### config.mk
export PLATFORM = sky130hd
export DESIGN_NAME = pbm_top
export DESIGN_NICKNAME = d
export VERILOG_FILES = /design/src/inc/pbm_pkg.sv /design/src/hdl/pbm_pin_cell.sv /design/src/hdl/pbm_sync.sv /design/src/hdl/pbm_top.sv
export SDC_FILE = /design/constraint.sdc
export NUM_CORES = 1
export LEC_CHECK = 0
export BUFFER_PORTS_ARGS = -buffer_cell sky130_fd_sc_hd__buf_2
export CAP_MARGIN = 30
export CORE_MARGIN = 8
export CORE_UTILIZATION = 45
export CTS_BUF_LIST = sky130_fd_sc_hd__clkbuf_4
export DETAILED_ROUTE_END_ITERATION = 6
export PLACE_DENSITY = 0.69
export RECOVER_POWER = 100
export SLEW_MARGIN = 10
export SYNTH_ARGS = -nofsm -noshare
export SYNTH_HDL_FRONTEND = slang
export SYNTH_SLANG_ARGS = --single-unit
### constraint.sdc
create_clock -name system_clock_main -period 4.45 [get_ports system_clock_main]
set_input_delay 0.445 -clock system_clock_main [delete_from_list [all_inputs] [get_ports system_clock_main]]
set_output_delay 0.445 -clock system_clock_main [all_outputs]
set_load 0.01 [all_outputs]
### src/inc/pbm_pkg.sv
// package of the port-b high / data pin multiplexer
// assumes one 50 mhz system clock and a 16-bit word register port with 4-bit address
package pbm_pkg;

  // ********************************
  // register port geometry
  // ********************************
  localparam int ADDR_W = 4;
  localparam int DATA_W = 16;

  // ********************************
  // register offsets (word index)
  // ********************************
  localparam logic [3:0] OFS_PB_DATA   = 4'h0;
  localparam logic [3:0] OFS_PB_DDR    = 4'h1;
  localparam logic [3:0] OFS_PB_PER    = 4'h2;
  localparam logic [3:0] OFS_PB_PUR    = 4'h3;
  localparam logic [3:0] OFS_PB_PIN    = 4'h4;
  localparam logic [3:0] OFS_PF_DATA   = 4'h5;
  localparam logic [3:0] OFS_PF_DDR    = 4'h6;
  localparam logic [3:0] OFS_PF_PER    = 4'h7;
  localparam logic [3:0] OFS_PF_PUR    = 4'h8;
  localparam logic [3:0] OFS_PF_PIN    = 4'h9;
  localparam logic [3:0] OFS_CLOCK_OUT_SELECT_REG    = 4'ha;
  localparam logic [3:0] OFS_BCR       = 4'hb;

  // ********************************
  // field positions and widths
  // ********************************
  localparam int PB_W     = 4;
  localparam int PF_W     = 7;
  localparam int PB_LSB   = 4;  // port b pins 4..7
  localparam int PF_LSB   = 9;  // port f pins 9..15
  localparam int CKS_LSB  = 0;  // clock select bits 3:0 follow pins 4..7
  localparam int DRV_POS  = 0;  // idle drive bit in bus control

  // ********************************
  // reset values
  // ********************************
  localparam logic [3:0] PB_DATA_RST = 4'h0;
  localparam logic [3:0] PB_DDR_RST  = 4'h0;
  localparam logic [3:0] PB_PER_RST  = 4'h0;
  localparam logic [3:0] PB_PUR_RST  = 4'hf;
  localparam logic [6:0] PF_DATA_RST = 7'h00;
  localparam logic [6:0] PF_DDR_RST  = 7'h00;
  localparam logic [6:0] PF_PER_RST  = 7'h7f;
  localparam logic [6:0] PF_PUR_RST  = 7'h7f;
  localparam logic [3:0] CLOCK_OUT_SELECT_REG_RST  = 4'h0;
  localparam logic       DRV_RST     = 1'b0;

  // ********************************
  // carriers
  // ********************************
  typedef struct packed {
    logic [3:0] out;
    logic [3:0] oe_n;
  } pbm_pb_pad_t;

  typedef struct packed {
    logic [6:0] out;
    logic [6:0] oe_n;
  } pbm_pf_pad_t;

  typedef struct packed {
    logic [3:0] addr_hi;
    logic [6:0] wdata;
    logic       active;
    logic       write;
  } pbm_emi_req_t;

endpackage

### src/hdl/pbm_pin_cell.sv
// one pad driver: picks gpio or peripheral and registers pad signals
// assumes all select inputs are on system_clock_main
`timescale 1ns/1ps
module pbm_pin_cell (
  input  wire logic system_clock_main,
  input  wire logic rst,
  input  wire logic periph_sel,
  input  wire logic gpio_val,
  input  wire logic gpio_dir,
  input  wire logic alt_val,
  input  wire logic alt_drive,
  output logic      pad_out,
  output logic      pad_oe_n
);

  logic out_reg;
  logic out_next;
  logic oe_n_reg;
  logic oe_n_next;

  // peripheral owns the pad when selected, else gpio data/direction
  always_comb begin
    if (periph_sel) begin
      out_next  = alt_val;
      oe_n_next = ~alt_drive;
    end else begin
      out_next  = gpio_val;
      oe_n_next = ~gpio_dir;
    end
  end

  // pad released in reset
  always_ff @(posedge system_clock_main or posedge rst) begin
    if (rst) begin
      out_reg  <= 1'b0;
      oe_n_reg <= 1'b1;
    end else begin
      out_reg  <= out_next;
      oe_n_reg <= oe_n_next;
    end
  end

  assign pad_out  = out_reg;
  assign pad_oe_n = oe_n_reg;

endmodule

### src/hdl/pbm_sync.sv
// three-stage input synchroniser with agreement filter
// assumes inputs may change at any time relative to system_clock_main
`timescale 1ns/1ps
module pbm_sync #(
  parameter int W = 1
) (
  input  wire logic         system_clock_main,
  input  wire logic         rst,
  input  wire logic [W-1:0] async_in,
  output logic      [W-1:0] sync_out
);

  logic [W-1:0] s1_reg;
  logic [W-1:0] s2_reg;
  logic [W-1:0] s3_reg;
  logic [W-1:0] out_reg;
  logic [W-1:0] out_next;

  // a bit changes only once stages two and three agree
  always_comb begin
    for (int i = 0; i < W; i++) begin
      out_next[i] = (s2_reg[i] == s3_reg[i]) ? s3_reg[i] : out_reg[i];
    end
  end

  // shift chain; first stage feeds only the second
  always_ff @(posedge system_clock_main or posedge rst) begin
    if (rst) begin
      s1_reg  <= '0;
      s2_reg  <= '0;
      s3_reg  <= '0;
      out_reg <= '0;
    end else begin
      s1_reg  <= async_in;
      s2_reg  <= s1_reg;
      s3_reg  <= s2_reg;
      out_reg <= out_next;
    end
  end

  assign sync_out = out_reg;

endmodule

### src/hdl/pbm_top.sv
// pin multiplexer for port b pins 4..7 and port f pins 9..15
// assumes one system_clock_main domain, a word register port with read data one
// cycle after the strobe, and an external memory interface on system_clock_main
//
// Contract
// - each upper port b pin is software gpio input or output
// - after reset upper port b pins are gpio
// - clock monitor order: prescaler, system, second system, oscillator
// - address function drives address lines 20 to 23
// - per-pin peripheral enable takes gpio away from a port b pin
// - clock select chooses address or clock monitor per released pin
// - idle drive bit decides address pins tri-state when bus idle
// - data function carries data bits 0 to 6 both ways
// - idle drive bit decides data pins tri-state when bus idle
// - port f pins 9 to 15 are individually gpio in or out
// - after reset port f pins serve the data bus
// - clearing a port f pull-up bit turns that pull-up off
`timescale 1ns/1ps
module pbm_top
  import pbm_pkg::*;
(
  input  wire logic                system_clock_main,
  input  wire logic                rst,
  input  wire logic [ADDR_W-1:0]   reg_addr,
  input  wire logic [DATA_W-1:0]   reg_wdata,
  input  wire logic                reg_wr,
  input  wire logic                reg_rd,
  output logic      [DATA_W-1:0]   reg_rdata,
  input  wire pbm_emi_req_t        emi_req,
  output logic      [PF_W-1:0]     emi_rdata,
  input  wire logic                prescaler_clk,
  input  wire logic                system_clock_second,
  input  wire logic                osc_clk,
  input  wire logic [PB_W-1:0]     pb_pin_in,
  output pbm_pb_pad_t              pb_pin,
  output logic      [PB_W-1:0]     pb_pullup_en,
  input  wire logic [PF_W-1:0]     pf_pin_in,
  output pbm_pf_pad_t              pf_pin,
  output logic      [PF_W-1:0]     pf_pullup_en
);

  // ********************************
  // register state
  // ********************************
  logic [PB_W-1:0]   pb_data_reg;
  logic [PB_W-1:0]   pb_data_next;
  logic [PB_W-1:0]   pb_ddr_reg;
  logic [PB_W-1:0]   pb_ddr_next;
  logic [PB_W-1:0]   pb_per_reg;
  logic [PB_W-1:0]   pb_per_next;
  logic [PB_W-1:0]   pb_pur_reg;
  logic [PB_W-1:0]   pb_pur_next;
  logic [PF_W-1:0]   pf_data_reg;
  logic [PF_W-1:0]   pf_data_next;
  logic [PF_W-1:0]   pf_ddr_reg;
  logic [PF_W-1:0]   pf_ddr_next;
  logic [PF_W-1:0]   pf_per_reg;
  logic [PF_W-1:0]   pf_per_next;
  logic [PF_W-1:0]   port_f_pullup_reg;
  logic [PF_W-1:0]   port_f_pullup_next;
  logic [PB_W-1:0]   clock_out_select_reg;
  logic [PB_W-1:0]   clock_out_select_next;
  logic              bus_idle_drive_bit_reg;
  logic              bus_idle_drive_bit_next;
  logic [DATA_W-1:0] rdata_reg;
  logic [DATA_W-1:0] rdata_next;

  // ********************************
  // synchronised pins and clocks
  // ********************************
  logic [PB_W-1:0]   pb_in_sync;
  logic [PF_W-1:0]   pf_in_sync;
  logic [2:0]        mon_sync;
  logic              main_mon_reg;
  logic              main_mon_next;
  logic [PF_W-1:0]   emi_rdata_reg;
  logic [PF_W-1:0]   emi_rdata_next;
  logic [PB_W-1:0]   pb_pull_reg;
  logic [PB_W-1:0]   pb_pull_next;
  logic [PF_W-1:0]   pf_pull_reg;
  logic [PF_W-1:0]   pf_pull_next;

  // ********************************
  // pad side signals for each cell
  // ********************************
  logic [PB_W-1:0]   pb_alt_val;
  logic [PB_W-1:0]   pb_alt_drive;
  logic [PB_W-1:0]   pb_mon_val;
  logic [PF_W-1:0]   pf_alt_drive;
  logic              idle_drive;

  // ********************************
  // input synchronisers
  // ********************************

  // upper port b pad levels for gpio reads
  pbm_sync #(.W(PB_W)) u_pb_sync (
    .system_clock_main  (system_clock_main),
    .rst      (rst),
    .async_in (pb_pin_in),
    .sync_out (pb_in_sync)
  );

  // port f pad levels serve gpio reads and data bus reads
  pbm_sync #(.W(PF_W)) u_pf_sync (
    .system_clock_main  (system_clock_main),
    .rst      (rst),
    .async_in (pf_pin_in),
    .sync_out (pf_in_sync)
  );

  // monitored clocks from other domains: prescaler, second, oscillator
  pbm_sync #(.W(3)) u_mon_sync (
    .system_clock_main  (system_clock_main),
    .rst      (rst),
    .async_in ({osc_clk, system_clock_second, prescaler_clk}),
    .sync_out (mon_sync)
  );

  // ********************************
  // register next values
  // ********************************

  // software writes fields; reads capture state for next cycle
  always_comb begin
    pb_data_next            = pb_data_reg;
    pb_ddr_next             = pb_ddr_reg;
    pb_per_next             = pb_per_reg;
    pb_pur_next             = pb_pur_reg;
    pf_data_next            = pf_data_reg;
    pf_ddr_next             = pf_ddr_reg;
    pf_per_next             = pf_per_reg;
    port_f_pullup_next      = port_f_pullup_reg;
    clock_out_select_next   = clock_out_select_reg;
    bus_idle_drive_bit_next = bus_idle_drive_bit_reg;
    rdata_next              = '0;
    if (reg_wr) begin
      unique case (reg_addr)
        OFS_PB_DATA: pb_data_next = reg_wdata[PB_LSB +: PB_W];
        OFS_PB_DDR:  pb_ddr_next  = reg_wdata[PB_LSB +: PB_W];
        OFS_PB_PER:  pb_per_next  = reg_wdata[PB_LSB +: PB_W];
        OFS_PB_PUR:  pb_pur_next  = reg_wdata[PB_LSB +: PB_W];
        OFS_PF_DATA: pf_data_next = reg_wdata[PF_LSB +: PF_W];
        OFS_PF_DDR:  pf_ddr_next  = reg_wdata[PF_LSB +: PF_W];
        OFS_PF_PER:  pf_per_next  = reg_wdata[PF_LSB +: PF_W];
        OFS_PF_PUR: begin
          port_f_pullup_next = reg_wdata[PF_LSB +: PF_W];
        end
        OFS_CLOCK_OUT_SELECT_REG: begin
          clock_out_select_next = reg_wdata[CKS_LSB +: PB_W];
        end
        OFS_BCR: begin
          bus_idle_drive_bit_next = reg_wdata[DRV_POS];
        end
        default: begin
        end
      endcase
    end
    if (reg_rd) begin
      unique case (reg_addr)
        OFS_PB_DATA: rdata_next[PB_LSB +: PB_W] = pb_data_reg;
        OFS_PB_DDR:  rdata_next[PB_LSB +: PB_W] = pb_ddr_reg;
        OFS_PB_PER:  rdata_next[PB_LSB +: PB_W] = pb_per_reg;
        OFS_PB_PUR:  rdata_next[PB_LSB +: PB_W] = pb_pur_reg;
        OFS_PB_PIN:  rdata_next[PB_LSB +: PB_W] = pb_in_sync;
        OFS_PF_DATA: rdata_next[PF_LSB +: PF_W] = pf_data_reg;
        OFS_PF_DDR:  rdata_next[PF_LSB +: PF_W] = pf_ddr_reg;
        OFS_PF_PER:  rdata_next[PF_LSB +: PF_W] = pf_per_reg;
        OFS_PF_PUR:  rdata_next[PF_LSB +: PF_W] = port_f_pullup_reg;
        OFS_PF_PIN:  rdata_next[PF_LSB +: PF_W] = pf_in_sync;
        OFS_CLOCK_OUT_SELECT_REG: begin
          rdata_next[CKS_LSB +: PB_W] = clock_out_select_reg;
        end
        OFS_BCR:     rdata_next[DRV_POS] = bus_idle_drive_bit_reg;
        default:     rdata_next = '0;  // unmapped reads as zero
      endcase
    end
  end

  // register file storage; reset puts both groups in documented state
  always_ff @(posedge system_clock_main or posedge rst) begin
    if (rst) begin
      pb_data_reg            <= PB_DATA_RST;
      pb_ddr_reg             <= PB_DDR_RST;
      pb_per_reg             <= PB_PER_RST;
      pb_pur_reg             <= PB_PUR_RST;
      pf_data_reg            <= PF_DATA_RST;
      pf_ddr_reg             <= PF_DDR_RST;
      pf_per_reg             <= PF_PER_RST;
      port_f_pullup_reg      <= PF_PUR_RST;
      clock_out_select_reg   <= CLOCK_OUT_SELECT_REG_RST;
      bus_idle_drive_bit_reg <= DRV_RST;
      rdata_reg              <= '0;
    end else begin
      pb_data_reg            <= pb_data_next;
      pb_ddr_reg             <= pb_ddr_next;
      pb_per_reg             <= pb_per_next;
      pb_pur_reg             <= pb_pur_next;
      pf_data_reg            <= pf_data_next;
      pf_ddr_reg             <= pf_ddr_next;
      pf_per_reg             <= pf_per_next;
      port_f_pullup_reg      <= port_f_pullup_next;
      clock_out_select_reg   <= clock_out_select_next;
      bus_idle_drive_bit_reg <= bus_idle_drive_bit_next;
      rdata_reg              <= rdata_next;
    end
  end

  // ********************************
  // peripheral function selection
  // ********************************

  // idle cycles drive only when the drive bit is set
  assign idle_drive = ~emi_req.active & bus_idle_drive_bit_reg;

  // monitor order on pins 4..7: prescaler, main, second, oscillator
  assign pb_mon_val = {mon_sync[2], mon_sync[1],
                       main_mon_reg, mon_sync[0]};

  // port b alternate value and drive: clock monitor or address line
  always_comb begin
    for (int i = 0; i < PB_W; i++) begin
      if (clock_out_select_reg[i]) begin
        pb_alt_val[i]   = pb_mon_val[i];
        pb_alt_drive[i] = 1'b1;
      end else begin
        pb_alt_val[i]   = emi_req.addr_hi[i];
        pb_alt_drive[i] = emi_req.active | idle_drive;
      end
    end
  end

  // data pins drive on write cycles and, if enabled, when idle
  assign pf_alt_drive = {PF_W{(emi_req.active & emi_req.write)
                              | idle_drive}};

  // ********************************
  // pad cells
  // ********************************
  genvar g;

  // port b cells: peripheral enable releases gpio
  generate
    for (g = 0; g < PB_W; g++) begin : g_pb
      pbm_pin_cell u_cell (
        .system_clock_main    (system_clock_main),
        .rst        (rst),
        .periph_sel (pb_per_reg[g]),
        .gpio_val   (pb_data_reg[g]),
        .gpio_dir   (pb_ddr_reg[g]),
        .alt_val    (pb_alt_val[g]),
        .alt_drive  (pb_alt_drive[g]),
        .pad_out    (pb_pin.out[g]),
        .pad_oe_n   (pb_pin.oe_n[g])
      );
    end
  endgenerate

  // port f cells: data bus unless peripheral enable cleared
  generate
    for (g = 0; g < PF_W; g++) begin : g_pf
      pbm_pin_cell u_cell (
        .system_clock_main    (system_clock_main),
        .rst        (rst),
        .periph_sel (pf_per_reg[g]),
        .gpio_val   (pf_data_reg[g]),
        .gpio_dir   (pf_ddr_reg[g]),
        .alt_val    (emi_req.wdata[g]),
        .alt_drive  (pf_alt_drive[g]),
        .pad_out    (pf_pin.out[g]),
        .pad_oe_n   (pf_pin.oe_n[g])
      );
    end
  endgenerate

  // ********************************
  // monitor, read data and pull-ups
  // ********************************

  // main clock seen as a half-rate toggle; inbound data bits, pull-ups
  always_comb begin
    main_mon_next  = ~main_mon_reg;
    emi_rdata_next = pf_in_sync;
    pb_pull_next   = pb_pur_reg;
    pf_pull_next   = port_f_pullup_reg;
  end

  // registered copies that leave the block
  always_ff @(posedge system_clock_main or posedge rst) begin
    if (rst) begin
      main_mon_reg  <= 1'b0;
      emi_rdata_reg <= '0;
      pb_pull_reg   <= PB_PUR_RST;
      pf_pull_reg   <= PF_PUR_RST;
    end else begin
      main_mon_reg  <= main_mon_next;
      emi_rdata_reg <= emi_rdata_next;
      pb_pull_reg   <= pb_pull_next;
      pf_pull_reg   <= pf_pull_next;
    end
  end

  assign reg_rdata    = rdata_reg;
  assign emi_rdata    = emi_rdata_reg;
  assign pb_pullup_en = pb_pull_reg;
  assign pf_pullup_en = pf_pull_reg;

endmodule

# Word level (Yosys, flattened, before mapping)
# Index checks and enable logic that the tools add are counted.
[word_totals]
register_bits = 162
out_inout_bits = 56
word_cells = 153
[classes]
n_eq_ne = 25
mux = 35
n_bitwise = 22
reduce_logical = 11
[ops]
columns = ["op", "count"]
rows = [
  ["case mux 7 bit (5 select lines)", 1],
  ["two-way mux 1 bit", 30],
  ["case mux 4 bit (5 select lines)", 1],
  ["AND reduction 2 bit", 10],
  ["NOT 1 bit", 18],
  ["== test 4 x 3 -> 1 bit (second input constant)", 4],
  ["== test 4 bit (second input constant)", 4],
  ["two-way mux 16 bit", 1],
  ["== test 1 bit", 14],
  ["== test 4 x 2 -> 1 bit (second input constant)", 2],
  ["== test 4 x 1 -> 1 bit (second input constant)", 1],
  ["logical NOT 4 bit", 1],
  ["two-way mux 3 bit", 1],
  ["bitwise AND 1 bit", 2],
  ["OR 1 bit", 2],
  ["case mux 1 bit (2 select lines)", 1],
]

# Longest topological paths before layout
[logic_depth]
depth_word = 6
ltp_mapped = 6

# Hierarchy
# A second synthesis with hierarchy kept.
[hier_totals]
cells_unflattened = 398
area_unflattened_um2 = 6180.9
[by_module_without_submodules]
columns = ["module", "n_inst", "cells_each", "area_per_inst_um2"]
rows = [
  ["pbm_top", 1, 270, 3729.8],
  ["pbm_pin_cell", 11, 5, 80.1],
  ["pbm_sync at u_pf_sync", 1, 36, 783.3],
  ["pbm_sync at u_pb_sync", 1, 21, 449.2],
  ["pbm_sync at u_mon_sync", 1, 16, 337.8],
]

# Worst setup path before layout
# No wires, ideal clock.
[synth_timing]
path_type = "in2reg"
startpoint = "input reg_addr[0]"
endpoint = "register pf_data_reg[0]"
arrival_ps = 1397
required_ps = 4325
path_slack_ps = 2928
path_stages = 4
n_path_buf = 2
cell_sequence = "clkbuf_2 > buf_6 > nor3b_4 > mux2_2"
[synth_between]
elab_chain_len = 2
[synth_lines]
columns = ["item", "line_no", "text"]
rows = [
  ["start: declaration", "pbm_top.sv:24", "input wire logic [ADDR_W-1:0] reg_addr,"],
  ["== test 4 x 3 -> 1 bit", "pbm_top.sv:138", "unique case (reg_addr)"],
  ["AND reduction 2 bit (no source line)", "-", ""],
  ["end signal: assignment", "pbm_top.sv:199", "pf_data_reg <= pf_data_next;"],
  ["end: declaration", "pbm_top.sv:53", "logic [PF_W-1:0] pf_data_reg;"],
]
# No other way between the ends.
# A chain may end at the register's enable or synchronous reset.

# Final worst setup path
[layout_timing]
startpoint = "input reg_addr[1]"
endpoint = "register pf_data_reg[2]"
# Same word-level chain as after synthesis.

==> reports/results.tsv <==
stage	metric	value	unit
status	status	finished, violations left	
status	failing checks	capacitance limit, slew limit	
placed_design	Post-DP HPWL	8363	um
finish	Finished Layout Cells	699	
logic_synthesis	post-synthesis compound-gate area fraction	0.04906	
grt	first-pass GRT wire length	20170	um
drt	Top Layer Used	met4	
sta	unrepaired setup endpoints after global routing	false	
logic_synthesis	area share of fa/ha/maj cells after synthesis	0.02309	
drt	met2 routed WL	5988	um
finish	# nets final	560	
logic_synthesis	Synth Warn #	0	
logic_synthesis	mux contribution to synthesized area	0.1431	
setup_path	startpoint types	input pin	
drt	met3 WL	623	um
setup_path	R2R depth	3	
logic_synthesis	Synth Flop Type	dfrtp_1	
logic_synthesis	synthesized area	6070	um2
logic_synthesis	largest family of logic cells by synthesized area	multiplexers	
power_and_ir_drop	Pwr Density	471.8	nW/um2
floorplanning	I/O pin total	107	
placed_design	port buffer count	104	
grt	Global Route Usage Sum	0.1474	
cts	clk buf depth	2	
power_and_ir_drop	total power	3.282	mW
sta	fin crit share	0.5706	
sta	setup TNS	0	ns
drt	routed vias	3514	
floorplanning	die area	17460	um2
cts	TritonCTS Sinks	161	
cts	TritonCTS clock tree	yes	
cts	Inserted Clock Buffers	17	
drt	DR WL/cell	17.77	um
setup_path	crit path DAT	2.98	ns
logic_synthesis	syn_area_per_cell	14.95	um2
setup_path	kind of critical path	input pin to flip-flop	
sta	Final setup viols	0	
cts	latest clock arrival within the worst-skew pair	0.54	ns
worst_hold_path	Worst Hold Class	input pin to flip-flop	
floorplanning	initial core utilization	0.4602	
logic_synthesis	top-area cell type share of the netlist area	0.4989	
drt	Metal-1 WL	5587	um
cts	clock root cell	clkbuf_4	
cts	H-tree depth	4	
cts	CTS resizes	0	
floorplanning	Die Wd	132.1	um
grt	number of global-route vias before repair	3765	
finish	max reg flops	15	
drt	Iteration-0 DRC Markers	238	
setup_path	CP max FO	32	
placed_design	RePlAce Congestion	0.8063	
sta	slew margin rel.	-0.05642	
sta	final hold vios	0	
logic_synthesis	XOR/XNOR Fraction of Synth Area	0	
grt	initial antenna violation count	1	
setup_path	WP data required	4.89	ns
setup_path	flop2flop setup slack	2.97	ns
logic_synthesis	most common cell in the netlist	dfrtp_1	
worst_hold_path	Hold Path Cell Cnt	2	
drt	Via density	5.027	
grt	largest net degree at the start of global routing	162	
sta	Setup Skew	0.01058	ns
sta	max-slew violations	41	
logic_synthesis	largest area contributor in the netlist	dfrtp_1	
logic_synthesis	distinct cell type count after synthesis	39	
power_and_ir_drop	P_leak	2.925	nW
power_and_ir_drop	Worst IR Drop VDD	152.5	uV
floorplanning	Die Height	132.1	um
drt	DRC violations left	0	
logic_synthesis	Seq cells post-synth	161	
grt	Congestion Overflow GR	0	
logic_synthesis	register area share after synthesis	0.6720	
sta	hold_ws	0.1268	ns
floorplanning	core area	13190	um2
logic_synthesis	Post-Synth Simple-Gate Area	0.06968	
placed_design	Inst Count DP	652	
drt	WL final	12420	um
logic_synthesis	syn_nets	457	
logic_synthesis	EDFF count, synth	0	
finish	layout cell share with drive strength beyond 1	0.3276	
logic_synthesis	async set or reset register ratio after synthesis	1.000	
drt	Routed Antenna Nets	0	
finish	Area growth syn-to-layout	14.59	%
logic_synthesis	Syn Inst Count	406	
job	maxcap violations	2	
logic_synthesis	most frequent cells after synthesis	dfrtp_1 (121), mux2_2 (70), dfstp_2 (40)	
setup_path	Crit. End Element	flip-flop	
logic_synthesis	top cells by area, synth	dfrtp_1 (50%), dfstp_2 (17%), mux2_2 (13%)	
cts	Clock transition at path regs	0.12	ns
sta	Max Clock Freq	393.8	MHz
sta	min cycle time layout	2.539	ns
sta	measured slew at the worst slew-check pin	1.581	ns
floorplanning	Site Rows	42	
drt	DRT Pass-1 Iters	4	
-- path summary, 6_finish.rpt --
check / startpoint / end
setup reg to reg: bus_idle_drive_bit_reg / g_pf[0].u_cell.pad_oe_n
min in group asynchronous: rst / u_mon_sync.s2_reg[0]
hold reg to reg: u_pb_sync.s1_reg[0] / u_pb_sync.s2_reg[0]
setup / recovery: reg_addr[1] / pf_data_reg[2]
max in group asynchronous: rst / pf_data_reg[2]
hold / removal: emi_req[3] / g_pf[1].u_cell.pad_out
-- per-stage QoR --
stage / setup WS, ns / area [um2] / utilization
detailed placement: 2.041 / 6591 / 0.4997
CTS: 2.636 / 7042 / 0.5339
finish: 1.911 / 6955 / 0.5273
floorplan: 1.995 / 6073 / -
global placement: 2.096 / 6591 / 0.4997
global route: 1.795 / 6955 / 0.5273
-- cell type report --
type | count | area [um2]
inverters | 4 | 16.27
well taps | 176 | 220.2
diodes | 1 | 2.502
clock inverters | 13 | 167.7
clock buffers | 19 | 142.6
multi-input cells | 206 | 1717
repair buffers | 119 | 610.6
flip-flops and latches | 161 | 4079
fillers | 1176 | 6235
-- routing by layer --
metal	GRT usage	vias up
li1	-	1634
met1	0.1843	1777
met2	0.2342	88
met3	0.04306	15
met4	0.06126	0
met5	0	-
-- cells by family (layout without fill, tap and decap cells) --
| kind of cell | after synthesis | count (layout) |
|---|---|---|
| adder cells (fa/ha/maj) | 14 | 14 |
| buffers and inverters | 39 | 155 |
| multiplexers | 78 | 78 |
| AND/OR/NAND/NOR | 68 | 68 |
| other | 1 | 2 |
| AO/OA/AOI/OAI | 45 | 45 |
| flip-flops | 161 | 161 |
-- where the power goes --
part           switching (mW)  leakage, nW  total (mW)  internal (mW)
clock                   0.471        0.160       0.920          0.449
sequential              0.146         1.88        1.89           1.74
combinational           0.241        0.886       0.472          0.231
total                   0.858         2.92        3.28           2.42
-- cell usage in the layout (no fill, tap or decap), types with 8 or more instances in the layout --
cell	synthesis	layout
a21oi_1	11	11
a32oi_1	8	8
buf_2	7	48
clkbuf_1	1	56
clkbuf_4	0	19
dfrtp_1	121	121
dfstp_1	0	18
dfstp_2	40	22
dlygate4sd3_1	0	14
maj3_1	14	14
mux2_2	70	69
mux2i_1	8	8
nand2_1	18	18
nor2_1	9	11
o21ai_0	11	11
-- what timing repair did --
action | CTS | global route
hold endpoints to repair | 14 | 0
buffers inserted | 0 | 0
hold buffers | 14 | 0
-- critical path, cell delays in order --
cell and delay, ns:
clkbuf_1 0.59, nor3b_1 1.49, mux2_2 0.44
No activity file was read; power rests on OpenSTA's default activity.
